## src/verilog/uar_pkg.sv

```systemverilog
`default_nettype none
package uar_pkg;
  // ----------------------------------------
  // Register indexes (byte address = 4 * index)
  // ----------------------------------------
  localparam int         ADDR_W       = 12;
  localparam logic [9:0] IDX_PIR      = 10'h00C;
  localparam logic [9:0] IDX_RECEIVE_STATUS    = 10'h018;
  localparam logic [9:0] IDX_TRANSMIT_BUFFER    = 10'h019;
  localparam logic [9:0] IDX_RECEIVE_BUFFER    = 10'h01A;
  localparam logic [9:0] IDX_PIE      = 10'h08C;
  localparam logic [9:0] IDX_TRANSMIT_STATUS    = 10'h098;
  localparam logic [9:0] IDX_BAUD_DIVISOR    = 10'h099;
  // ----------------------------------------
  // Field positions
  // ----------------------------------------
  localparam int B_SERIAL_PORT_ENABLE = 7;
  localparam int B_RX9  = 6;
  localparam int B_SINGLE_RECEIVE_ENABLE = 5;
  localparam int B_CONTINUOUS_RECEIVE_ENABLE = 4;
  localparam int B_FRAMING_ERROR = 2;
  localparam int B_OVERRUN_ERROR = 1;
  localparam int B_NINTH_RECEIVED_BIT = 0;
  localparam int B_CLOCK_SOURCE_MASTER = 7;
  localparam int B_TXEN = 5;
  localparam int B_SYNC = 4;
  localparam int B_HIGH_SPEED_BAUD_SELECT = 2;
  localparam int B_TRMT = 1;
  localparam int B_RECEIVE_READY_FLAG = 5;
  localparam int B_RECEIVE_IRQ_ENABLE = 5;
  // ----------------------------------------
  // Reset values and write masks
  // ----------------------------------------
  localparam logic [7:0] RST_ZERO    = 8'h00;
  localparam logic [7:0] RST_TRANSMIT_STATUS   = 8'h02;
  localparam logic [7:0] RECEIVE_STATUS_WMASK = 8'hF0;
  localparam logic [7:0] TRANSMIT_STATUS_WMASK = 8'hF5;
  // ----------------------------------------
  // Sampling and sizes
  // ----------------------------------------
  localparam logic [3:0] OVS_LAST   = 4'hF;
  localparam logic [3:0] SMP_FIRST  = 4'h6;
  localparam logic [3:0] SMP_LAST   = 4'h8;
  localparam logic [1:0] HS_LAST    = 2'h3;
  localparam logic [3:0] BITS_8     = 4'h8;
  localparam logic [3:0] BITS_9     = 4'h9;
  localparam int         FIFO_DEPTH = 2;
  localparam logic [1:0] RESP_OKAY  = 2'h0;
  localparam logic [1:0] RESP_DEC   = 2'h3;

  typedef enum logic [1:0] {RX_IDLE, RX_START, RX_DATA, RX_STOP} uar_rx_state_t;

  typedef struct packed {
    logic       framing_error;
    logic       ninth;
    logic [7:0] data;
  } uar_rx_word_t;
endpackage
`default_nettype wire

```

## src/verilog/uar_rx_top.sv

```systemverilog
// Notes on behaviour
// - x16 front end, shifter steps per bit
// - async frames only while continuous enable
// - after stop bit, word into FIFO
// - ready flag on load, enable gates irq
// - ready flag read-only, clears when empty
// - two-entry FIFO, reads in order
// - full at stop: overrun set, word lost
// - overrun clears only by enable cycle
// - overrun blocks all FIFO loads
// - low stop majority vote sets framing error
// - error and ninth bit queued per entry
// - nine-bit select gives ninth data bit
// - async when sync clear, port enabled
// - sync master is half-duplex
// - sync select plus enable plus clock source master claims clock pin
// - clock source bit drives shift clock
// - unimplemented bits read zero
// - three-sample majority on ticks 7-9
// - start, 8/9 data LSB first, stop
// - baud clock x16 or x64 of rate
`default_nettype none
module uar_rx_top
  import uar_pkg::*;
#(
  parameter int DEPTH = FIFO_DEPTH
)(
  // Clock, reset, enable
  input  wire logic              clk,
  input  wire logic              nrst,
  input  wire logic              ce,
  // AXI4-Lite write
  input  wire logic [ADDR_W-1:0] s_axi_awaddr,
  input  wire logic              s_axi_awvalid,
  output logic                   s_axi_awready,
  input  wire logic [31:0]       s_axi_wdata,
  input  wire logic [3:0]        s_axi_wstrb,
  input  wire logic              s_axi_wvalid,
  output logic                   s_axi_wready,
  output logic [1:0]             s_axi_bresp,
  output logic                   s_axi_bvalid,
  input  wire logic              s_axi_bready,
  // AXI4-Lite read
  input  wire logic [ADDR_W-1:0] s_axi_araddr,
  input  wire logic              s_axi_arvalid,
  output logic                   s_axi_arready,
  output logic [31:0]            s_axi_rdata,
  output logic [1:0]             s_axi_rresp,
  output logic                   s_axi_rvalid,
  input  wire logic              s_axi_rready,
  // Serial pins
  input  wire logic              shift_data_line,
  output logic                   shift_clock_line_out,
  output logic                   shift_clock_line_oe,
  // Transmitter and CPU
  input  wire logic              tx_busy,
  output logic                   tx_permit,
  output logic                   rx_irq
);
  // ----------------------------------------
  // Declarations
  // ----------------------------------------
  logic [7:0]      receive_status_ff;
  logic [7:0]      transmit_status_ff;
  logic [7:0]      transmit_buffer_ff;
  logic [7:0]      baud_divisor_ff;
  logic            receive_irq_enable_ff;
  logic            overrun_error_ff;
  logic [7:0]      brg_ff;
  logic [1:0]      quad_ff;
  logic            ck_ff;
  logic            ck_oe_ff;
  uar_rx_state_t   st_ff;
  logic [3:0]      sub_ff;
  logic [3:0]      bits_ff;
  logic [8:0]      rsr_ff;
  logic            prev_ff;
  logic            dec_ff;
  logic            aw_v_ff;
  logic            w_v_ff;
  logic [9:0]      aw_idx_ff;
  logic [7:0]      w_byte_ff;
  logic            w_lane_ff;
  logic            serial_port_enable, sync, continuous_receive_enable, single_receive_enable, rx9, high_speed_baud_select;
  logic            rx_en, brg_run, brg_tick, tick16;
  logic            line, vote, smp_en;
  logic            push_try, push, pop, empty, full, receive_ready_flag;
  logic            wr_go, rd_go;
  logic [9:0]      ar_idx;
  uar_rx_word_t    head, nxt_word;

  assign serial_port_enable = receive_status_ff[B_SERIAL_PORT_ENABLE];
  assign rx9  = receive_status_ff[B_RX9];
  assign single_receive_enable = receive_status_ff[B_SINGLE_RECEIVE_ENABLE];
  assign continuous_receive_enable = receive_status_ff[B_CONTINUOUS_RECEIVE_ENABLE];
  assign sync = transmit_status_ff[B_SYNC];
  assign high_speed_baud_select = transmit_status_ff[B_HIGH_SPEED_BAUD_SELECT];

  function automatic logic hit(input logic [9:0] idx, input logic [9:0] reg_idx);
    hit = (idx == reg_idx);
  endfunction

  // ----------------------------------------
  // Mode selection
  // ----------------------------------------
  assign rx_en     = serial_port_enable && !sync && continuous_receive_enable;
  // Receiving owns the port in sync mode; the transmitter must hold off
  assign tx_permit = serial_port_enable && transmit_status_ff[B_TXEN] && !(sync && (continuous_receive_enable || single_receive_enable));

  // ----------------------------------------
  // Baud generator
  // ----------------------------------------
  // Held in reload while nothing uses it, so the first tick is a full period
  assign brg_run  = serial_port_enable && (continuous_receive_enable || single_receive_enable || transmit_status_ff[B_TXEN]);
  assign brg_tick = brg_run && (brg_ff == RST_ZERO);
  assign tick16   = brg_tick && (high_speed_baud_select || quad_ff == HS_LAST);

  always_ff @(posedge clk or negedge nrst)
    if (!nrst)
      brg_ff <= RST_ZERO;
    else if (ce)
      brg_ff <= (!brg_run || brg_tick) ? baud_divisor_ff : brg_ff - 1'b1;

  always_ff @(posedge clk or negedge nrst)
    if (!nrst)
      quad_ff <= '0;
    else if (ce)
      quad_ff <= !brg_run ? '0 : quad_ff + 2'(brg_tick);

  // ----------------------------------------
  // Synchronous master clock pin
  // ----------------------------------------
  always_ff @(posedge clk or negedge nrst)
    if (!nrst)
    begin
      ck_ff    <= 1'b1;
      ck_oe_ff <= 1'b0;
    end
    else if (ce)
    begin
      ck_oe_ff <= serial_port_enable && sync && transmit_status_ff[B_CLOCK_SOURCE_MASTER];
      if (!(serial_port_enable && sync))
        ck_ff <= 1'b1;
      else if (brg_tick && (tx_busy || continuous_receive_enable || single_receive_enable))
        ck_ff <= ~ck_ff;
    end

  assign shift_clock_line_out = ck_ff;
  assign shift_clock_line_oe  = ck_oe_ff;

  // ----------------------------------------
  // Receive front end
  // ----------------------------------------
  assign smp_en = tick16 && (st_ff != RX_IDLE) && (sub_ff >= SMP_FIRST)
               && (sub_ff <= SMP_LAST);

  uar_rx_sampler u_smp (
    .clk    (clk),
    .nrst   (nrst),
    .ce     (ce),
    .pin    (shift_data_line),
    .smp_en (smp_en),
    .line   (line),
    .vote   (vote)
  );

  always_ff @(posedge clk or negedge nrst)
    if (!nrst)
    begin
      prev_ff <= 1'b1;
      dec_ff  <= 1'b0;
    end
    else if (ce)
    begin
      prev_ff <= line;
      dec_ff  <= tick16 && (st_ff != RX_IDLE) && (sub_ff == SMP_LAST);
    end

  // ----------------------------------------
  // Frame sequencer
  // ----------------------------------------
  always_ff @(posedge clk or negedge nrst)
    if (!nrst)
      sub_ff <= '0;
    else if (ce)
    begin
      if (st_ff == RX_IDLE)
        sub_ff <= '0;
      else if (tick16)
        sub_ff <= (sub_ff == OVS_LAST) ? '0 : sub_ff + 1'b1;
    end

  always_ff @(posedge clk or negedge nrst)
    if (!nrst)
    begin
      st_ff   <= RX_IDLE;
      bits_ff <= '0;
      rsr_ff  <= '0;
    end
    else if (ce)
    begin
      if (!rx_en)
        st_ff <= RX_IDLE;
      else
        case (st_ff)
          RX_IDLE:
            if (prev_ff && !line)
              st_ff <= RX_START;
          RX_START:
            if (dec_ff)
            begin
              // A high centre majority vote is a glitch, not a start bit
              st_ff   <= vote ? RX_IDLE : RX_DATA;
              bits_ff <= '0;
            end
          RX_DATA:
            if (dec_ff)
            begin
              rsr_ff  <= {vote, rsr_ff[8:1]};
              bits_ff <= bits_ff + 1'b1;
              if (bits_ff == (rx9 ? BITS_9 : BITS_8) - 1'b1)
                st_ff <= RX_STOP;
            end
          RX_STOP:
            if (dec_ff)
              st_ff <= RX_IDLE;
          default:
            st_ff <= RX_IDLE;
        endcase
    end

  // ----------------------------------------
  // Word hand-off and overrun
  // ----------------------------------------
  assign push_try = ce && dec_ff && (st_ff == RX_STOP) && rx_en;
  assign push     = push_try && !full && !overrun_error_ff;

  always_comb
  begin
    nxt_word.framing_error  = !vote;
    nxt_word.ninth = rx9 && rsr_ff[8];
    nxt_word.data  = rx9 ? rsr_ff[7:0] : rsr_ff[8:1];
  end

  always_ff @(posedge clk or negedge nrst)
    if (!nrst)
      overrun_error_ff <= 1'b0;
    else if (ce)
    begin
      if (!continuous_receive_enable)
        overrun_error_ff <= 1'b0;
      else if (push_try && full)
        overrun_error_ff <= 1'b1;
    end

  uar_rx_fifo #(
    .DEPTH (DEPTH)
  ) u_fifo (
    .clk     (clk),
    .nrst    (nrst),
    .ce      (ce),
    .push    (push),
    .wr_word (nxt_word),
    .pop     (pop),
    .head    (head),
    .empty   (empty),
    .full    (full)
  );

  assign receive_ready_flag   = !empty;
  assign rx_irq = receive_ready_flag && receive_irq_enable_ff;

  // ----------------------------------------
  // AXI4-Lite write side
  // ----------------------------------------
  assign s_axi_awready = ce && !aw_v_ff;
  assign s_axi_wready  = ce && !w_v_ff;
  assign wr_go         = ce && aw_v_ff && w_v_ff && !s_axi_bvalid;

  always_ff @(posedge clk or negedge nrst)
    if (!nrst)
    begin
      aw_v_ff   <= 1'b0;
      aw_idx_ff <= '0;
      w_v_ff    <= 1'b0;
      w_byte_ff <= RST_ZERO;
      w_lane_ff <= 1'b0;
    end
    else if (ce)
    begin
      if (s_axi_awvalid && !aw_v_ff)
      begin
        aw_v_ff   <= 1'b1;
        aw_idx_ff <= s_axi_awaddr[ADDR_W-1:2];
      end
      else if (wr_go)
        aw_v_ff <= 1'b0;
      if (s_axi_wvalid && !w_v_ff)
      begin
        w_v_ff    <= 1'b1;
        w_byte_ff <= s_axi_wdata[7:0];
        w_lane_ff <= s_axi_wstrb[0];
      end
      else if (wr_go)
        w_v_ff <= 1'b0;
    end

  always_ff @(posedge clk or negedge nrst)
    if (!nrst)
    begin
      s_axi_bvalid <= 1'b0;
      s_axi_bresp  <= RESP_OKAY;
    end
    else if (ce)
    begin
      if (wr_go)
      begin
        s_axi_bvalid <= 1'b1;
        if (hit(aw_idx_ff, IDX_PIR) || hit(aw_idx_ff, IDX_RECEIVE_STATUS)
            || hit(aw_idx_ff, IDX_TRANSMIT_BUFFER) || hit(aw_idx_ff, IDX_RECEIVE_BUFFER)
            || hit(aw_idx_ff, IDX_PIE) || hit(aw_idx_ff, IDX_TRANSMIT_STATUS)
            || hit(aw_idx_ff, IDX_BAUD_DIVISOR))
          s_axi_bresp <= RESP_OKAY;
        else
          s_axi_bresp <= RESP_DEC;
      end
      else if (s_axi_bready)
        s_axi_bvalid <= 1'b0;
    end

  // Status flags and the receive buffer ignore writes
  always_ff @(posedge clk or negedge nrst)
    if (!nrst)
    begin
      receive_status_ff <= RST_ZERO;
      transmit_status_ff <= RST_TRANSMIT_STATUS;
      transmit_buffer_ff <= RST_ZERO;
      baud_divisor_ff <= RST_ZERO;
      receive_irq_enable_ff  <= 1'b0;
    end
    else if (wr_go && w_lane_ff)
    begin
      if (hit(aw_idx_ff, IDX_RECEIVE_STATUS))
        receive_status_ff <= w_byte_ff & RECEIVE_STATUS_WMASK;
      else if (hit(aw_idx_ff, IDX_TRANSMIT_STATUS))
        transmit_status_ff <= w_byte_ff & TRANSMIT_STATUS_WMASK;
      else if (hit(aw_idx_ff, IDX_TRANSMIT_BUFFER))
        transmit_buffer_ff <= w_byte_ff;
      else if (hit(aw_idx_ff, IDX_BAUD_DIVISOR))
        baud_divisor_ff <= w_byte_ff;
      else if (hit(aw_idx_ff, IDX_PIE))
        receive_irq_enable_ff <= w_byte_ff[B_RECEIVE_IRQ_ENABLE];
    end

  // ----------------------------------------
  // AXI4-Lite read side
  // ----------------------------------------
  assign s_axi_arready = ce && !s_axi_rvalid;
  assign rd_go         = s_axi_arvalid && s_axi_arready;
  assign ar_idx        = s_axi_araddr[ADDR_W-1:2];
  assign pop           = rd_go && hit(ar_idx, IDX_RECEIVE_BUFFER);

  always_ff @(posedge clk or negedge nrst)
    if (!nrst)
    begin
      s_axi_rvalid <= 1'b0;
      s_axi_rdata  <= '0;
      s_axi_rresp  <= RESP_OKAY;
    end
    else if (ce)
    begin
      if (rd_go)
      begin
        s_axi_rvalid <= 1'b1;
        s_axi_rresp  <= RESP_OKAY;
        s_axi_rdata  <= '0;
        if (hit(ar_idx, IDX_PIR))
          s_axi_rdata[B_RECEIVE_READY_FLAG] <= receive_ready_flag;
        else if (hit(ar_idx, IDX_RECEIVE_STATUS))
        begin
          s_axi_rdata[7:4]    <= receive_status_ff[7:4];
          s_axi_rdata[B_FRAMING_ERROR] <= !empty && head.framing_error;
          s_axi_rdata[B_OVERRUN_ERROR] <= overrun_error_ff;
          s_axi_rdata[B_NINTH_RECEIVED_BIT] <= !empty && head.ninth;
        end
        else if (hit(ar_idx, IDX_TRANSMIT_BUFFER))
          s_axi_rdata[7:0] <= transmit_buffer_ff;
        else if (hit(ar_idx, IDX_RECEIVE_BUFFER))
          s_axi_rdata[7:0] <= head.data;
        else if (hit(ar_idx, IDX_PIE))
          s_axi_rdata[B_RECEIVE_IRQ_ENABLE] <= receive_irq_enable_ff;
        else if (hit(ar_idx, IDX_TRANSMIT_STATUS))
        begin
          s_axi_rdata[7:0]    <= transmit_status_ff;
          s_axi_rdata[B_TRMT] <= !tx_busy;
        end
        else if (hit(ar_idx, IDX_BAUD_DIVISOR))
          s_axi_rdata[7:0] <= baud_divisor_ff;
        else
          s_axi_rresp <= RESP_DEC;
      end
      else if (s_axi_rready)
        s_axi_rvalid <= 1'b0;
    end
endmodule
`default_nettype wire

```

## src/verilog/uar_rx_sampler.sv

```systemverilog
`default_nettype none
module uar_rx_sampler
  import uar_pkg::*;
(
  // Clock and reset
  input  wire logic clk,
  input  wire logic nrst,
  input  wire logic ce,
  // Line
  input  wire logic pin,
  input  wire logic smp_en,
  output logic      line,
  output logic      vote
);
  logic       meta_ff;
  logic       line_ff;
  logic [2:0] smp_ff;

  always_ff @(posedge clk or negedge nrst)
    if (!nrst)
    begin
      meta_ff <= 1'b1;
      line_ff <= 1'b1;
    end
    else if (ce)
    begin
      meta_ff <= pin;
      line_ff <= meta_ff;
    end

  always_ff @(posedge clk or negedge nrst)
    if (!nrst)
      smp_ff <= 3'h7;
    else if (ce && smp_en)
      smp_ff <= {smp_ff[1:0], line_ff};

  assign line = line_ff;
  assign vote = (smp_ff[0] & smp_ff[1]) | (smp_ff[0] & smp_ff[2])
              | (smp_ff[1] & smp_ff[2]);
endmodule
`default_nettype wire

```

## src/verilog/uar_rx_fifo.sv

```systemverilog
`default_nettype none
module uar_rx_fifo
  import uar_pkg::*;
#(
  parameter int DEPTH = FIFO_DEPTH
)(
  // Clock and reset
  input  wire logic         clk,
  input  wire logic         nrst,
  input  wire logic         ce,
  // Queue
  input  wire logic         push,
  input  wire uar_rx_word_t wr_word,
  input  wire logic         pop,
  output uar_rx_word_t      head,
  output logic              empty,
  output logic              full
);
  localparam int PW = $clog2(DEPTH);

  uar_rx_word_t  mem_ff [DEPTH];
  logic [PW-1:0] wp_ff;
  logic [PW-1:0] rp_ff;
  logic [PW:0]   cnt_ff;

  assign empty = (cnt_ff == '0);
  assign full  = (cnt_ff == (PW+1)'(DEPTH));
  assign head  = mem_ff[rp_ff];

  function automatic logic [PW-1:0] inc(input logic [PW-1:0] p);
    inc = (p == PW'(DEPTH - 1)) ? '0 : p + 1'b1;
  endfunction

  always_ff @(posedge clk or negedge nrst)
    if (!nrst)
      for (int i = 0; i < DEPTH; i++)
        mem_ff[i] <= '0;
    else if (ce && push && !full)
      mem_ff[wp_ff] <= wr_word;

  always_ff @(posedge clk or negedge nrst)
    if (!nrst)
    begin
      wp_ff  <= '0;
      rp_ff  <= '0;
      cnt_ff <= '0;
    end
    else if (ce)
    begin
      if (push && !full)
        wp_ff <= inc(wp_ff);
      if (pop && !empty)
        rp_ff <= inc(rp_ff);
      cnt_ff <= cnt_ff + (PW+1)'(push && !full) - (PW+1)'(pop && !empty);
    end
endmodule
`default_nettype wire

```

## config.mk

```make
export PLATFORM = sky130hd
export DESIGN_NAME = uar_rx_top
export DESIGN_NICKNAME = d
export VERILOG_FILES = /design/src/verilog/uar_pkg.sv /design/src/verilog/uar_rx_top.sv /design/src/verilog/uar_rx_sampler.sv /design/src/verilog/uar_rx_fifo.sv
export SDC_FILE = /design/constraint.sdc
export NUM_CORES = 1
export LEC_CHECK = 0
export ABC_AREA = 1
export BUFFER_PORTS_ARGS = -buffer_cell sky130_fd_sc_hd__clkbuf_2
export CORE_MARGIN = 5
export CORE_UTILIZATION = 55
export CTS_CLUSTER_DIAMETER = 60
export DETAILED_ROUTE_END_ITERATION = 6
export PLACE_DENSITY = 0.85
export SYNTH_ARGS = -nofsm -noshare
export SYNTH_HDL_FRONTEND = slang
export SYNTH_SLANG_ARGS = --single-unit
```

## constraint.sdc

```tcl
create_clock -name clk -period 2.9 [get_ports clk]
set_input_delay 0.435 -clock clk [delete_from_list [all_inputs] [get_ports clk]]
set_output_delay 0.435 -clock clk [all_outputs]
set_load 0.03 [all_outputs]
```

==> impl_metrics.csv <==
group,metric,value,unit
timing,fmax,0.4852,GHz
route,routed_wl,14440,µm
power,p_int,0.003299,W
synth,synth_top_area_frac,0.4675,
timing,period_minus_slack,2.061,ns
synth,syn_avg_cell_area,7.850,µm²
clock_tree,post_cts_buffers,0,
worst_setup_path,worst_setup_path_end_kind,"register",
route,vias_per_cell,5.295,
timing,setup_viol,0,
route,vias,5348,
worst_setup_path,required,3.20,ns
floorplan,die-area,13520,µm²
power,p_leak,3.659,nW
synth,syn-instance-count,791,
clock_tree,cts_max_level,4,
placed_design,place.gp.congestion,0.8873,
worst_setup_path,path_cells,"nor2_1 > inv_1 > nand3_1 > inv_1 > ha_1 > inv_1 > ha_1 > a21oi_1 > o21ai_0 > xnor2_1",
outcome,outcome,"completed",
synth,ys_dominant_reg_cell,"dfrtp_1",
timing,fin_skew,0.009262,ns
timing,grt_setup_unrepaired,"no",
grt,grt_pass1_wl,23840,µm
clock_tree,tritoncts,"built",
final_layout,drive_gt1_frac,0.1437,
synth,yosys.area.top_type,"dfrtp_1",
worst_setup_path,cp_max_fo,3,
timing,drv_slew,0,
power,power,0.004696,W
worst_setup_path,start_kind,"register",
synth,yosysMostFrequentCell,"nand2_1",
route,top_layer,"met4",
worst_setup_path,worst_path_most_repeated_cell,"inv_1",
floorplan,die_y,116.3,µm
clock_tree,clock_path_buffers,2,
placed_design,port-buffer-count,59,
power,switching_share,0.2976,
grt,grt_pass1_vias,5056,
grt,antenna_found_initial,0,
worst_setup_path,max_stage_delay,0.40,ns
placed_design,dp_slack,0.6413,ns
grt,grt_start_max_net_pins,63,
power,seq_power_share,0.424,
synth,ys_warn_count,0,
power,ir_drop,0.5163,mV
power,pwr-share-comb,0.142,
synth,yosysUniqueCellTypes,33,
worst_setup_path,worstSetupPathType,"register to register",
timing,fin_ws,0.8391,ns
clock_tree,cts-resized-gates,0,
grt,grt_remaining_overflow,0,
worst_setup_path,arrival,2.36,ns
clock_tree,worst_skew_pair.late_latency,0.42,ns
route,route.met2.wl,6848,µm
clock_tree,cts_sinks,123,
route,wl_met3,1134,µm
synth,synth_edf_count,0,
clock_tree,root_buffer,"clkbuf_16",
final_layout,diodes,0,
route,drt_pass1_iterations,5,
timing,hold_violations,0,
route,final_antenna_net_count,0,
floorplan,start_util,0.5678,
grt,grt_usage,0.2257,
route,wl_per_cell,14.30,µm
synth,synth-seq-cells,123,
flow_run,max-cap-violations,0,
worst_hold_path,min_path_type,"primary input to register",
synth,synthTopCellsByArea,"dfrtp_1, nand2_1, o21ai_0",
route,m1WireLength,6180,µm
synth,ys_seq_area_frac,0.4971,
final_layout,final_nets,935,
placed_design,dp.final_hpwl,9939,µm
route,drcViolationCount,0,
floorplan,pin_count,115,
power,switchingPower,0.001397,W
floorplan,row_count,38,
timing,max_slew_margin,0.5334,
floorplan,core,10940,µm²
power,powerDensity,656.9,nW/µm²
floorplan,dieWidth,116.3,µm
clock_tree,cts_buffers,17,
timing,tns,0,ns
synth,async_flop_share,1.000,
route,drt_iter0_markers,476,
power,power_frac_clock,0.434,
synth,synth_commonest_cells,"nand2_1, dfrtp_1, o21ai_0, inv_1, nor2_1",
final_layout,syn_to_final_growth,15.13,%
worst_setup_path,slowest_stage,"dfrtp_1",
synth,netlist_area,6210,µm²
timing,tightest_slew,0.6952,ns
clock_tree,path_clk_slew,0.06,ns
timing,post-route-period-util,0.7107,
## worst max-delay path: cells and delay by family, from the launching register on
kind	cells	cell delay (ns)
xor gates and xnor gates	1	0.14
and+or+nand+nor	2	0.41
adders and majority gates	2	0.48
buffers and inverters	3	0.24
AOI/OAI and AO/OA	2	0.27
DFF	1	0.40
## area by class of cell
class                      instances  area (µm²)
clock buffer                      18       439.2
timing repair buffer              68       380.4
inverter                          95       356.6
clock inverter                    14       133.9
tap                              140       175.2
sequential                       123        3087
fill                             870        3786
multi-input combinational        552        2577
## what timing repair did
action	CTS	global route
endpoints found under the hold margin	24	0
setup endpoints to repair	0	0
hold buffers	1	0
## metrics by stage
stage,cells,instance area [µm²],utilization,hold WS (ns)
after floorplan,814,6296,-,0.1394
after global placement,977,6566,0.6005,0.4087
after detailed placement,977,6566,0.6005,0.4113
after CTS,1010,7149,0.6538,0.2193
after global routing,1010,7149,0.6538,0.2347
final,1010,7149,0.6538,0.2109
## flip-flops by register name (all words and copies together), names as in the netlist, 2 cells and up
| name | flops |
|---|---|
| w_byte_ff | 8 |
| quad_ff | 2 |
| aw_idx_ff | 10 |
| u_fifo.mem_ff | 20 |
| baud_divisor_ff | 8 |
| s_axi_rdata | 8 |
| sub_ff | 4 |
| transmit_status_ff | 6 |
| brg_ff | 8 |
| transmit_buffer_ff | 8 |
| st_ff | 2 |
| u_fifo.cnt_ff | 2 |
| receive_status_ff | 4 |
| bits_ff | 4 |
| rsr_ff | 9 |
| u_smp.smp_ff | 3 |
## cells by family (layout without fill, tap and decap cells)
logic type | Yosys count | in the layout | share of synthesized area
AO/OA/AOI/OAI | 154 | 154 | 0.1306
flip-flops | 123 | 123 | 0.4971
adder cells (fa/ha/maj) | 8 | 8 | 0.01612
buffers and inverters | 139 | 195 | 0.1018
other | 1 | 24 | 0.0006039
XOR/XNOR | 9 | 9 | 0.01269
multiplexers | 4 | 4 | 0.007253
AND/OR/NAND/NOR | 353 | 353 | 0.2339
## worst paths after layout
check	from	endpoint	slack, ns	depth (start not counted)
min reg2reg	u_smp.meta_ff	u_smp.meta_ff	0.47	2
min in group asynchronous	nrst	sub_ff[0]	0.50	2
max reg2reg	u_fifo.cnt_ff[1]	u_fifo.cnt_ff[1]	0.84	10
max	u_fifo.cnt_ff[1]	u_fifo.cnt_ff[1]	0.84	10
min	shift_data_line	u_smp.meta_ff	0.21	3
max in group asynchronous	nrst	u_fifo.mem_ff[0]	1.63	3
## per-layer routing
| layer | vias up | track usage |
|---|---|---|
| met5 | - | 0 |
| met4 | 0 | 0.08662 |
| met3 | 32 | 0.05803 |
| met2 | 200 | 0.3467 |
| met1 | 2486 | 0.3103 |
| li1 | 2630 | - |
## power by group through the flow
stage	Sequential (W)	Combinational, W	Clock, W
finish	0.00199	0.000668	0.00204
global route	0.00201	0.000737	0.00214
CTS	0.00199	0.000670	0.00204
detailed placement	0.00202	0.000659	0
global placement	0.00201	0.000637	0
floorplan	0.00204	0.000451	0
## cells in the final DEF (no fill, tap or decap), types with 17 or more instances in the layout
cell       count
a21oi_1       42
clkbuf_2      58
nand3_1       39
conb_1        24
clkbuf_16     17
nor2_1        69
inv_1         90
dfrtp_1      116
o21ai_0       91
nand2_1      220
(Power assumes the default switching activity.)
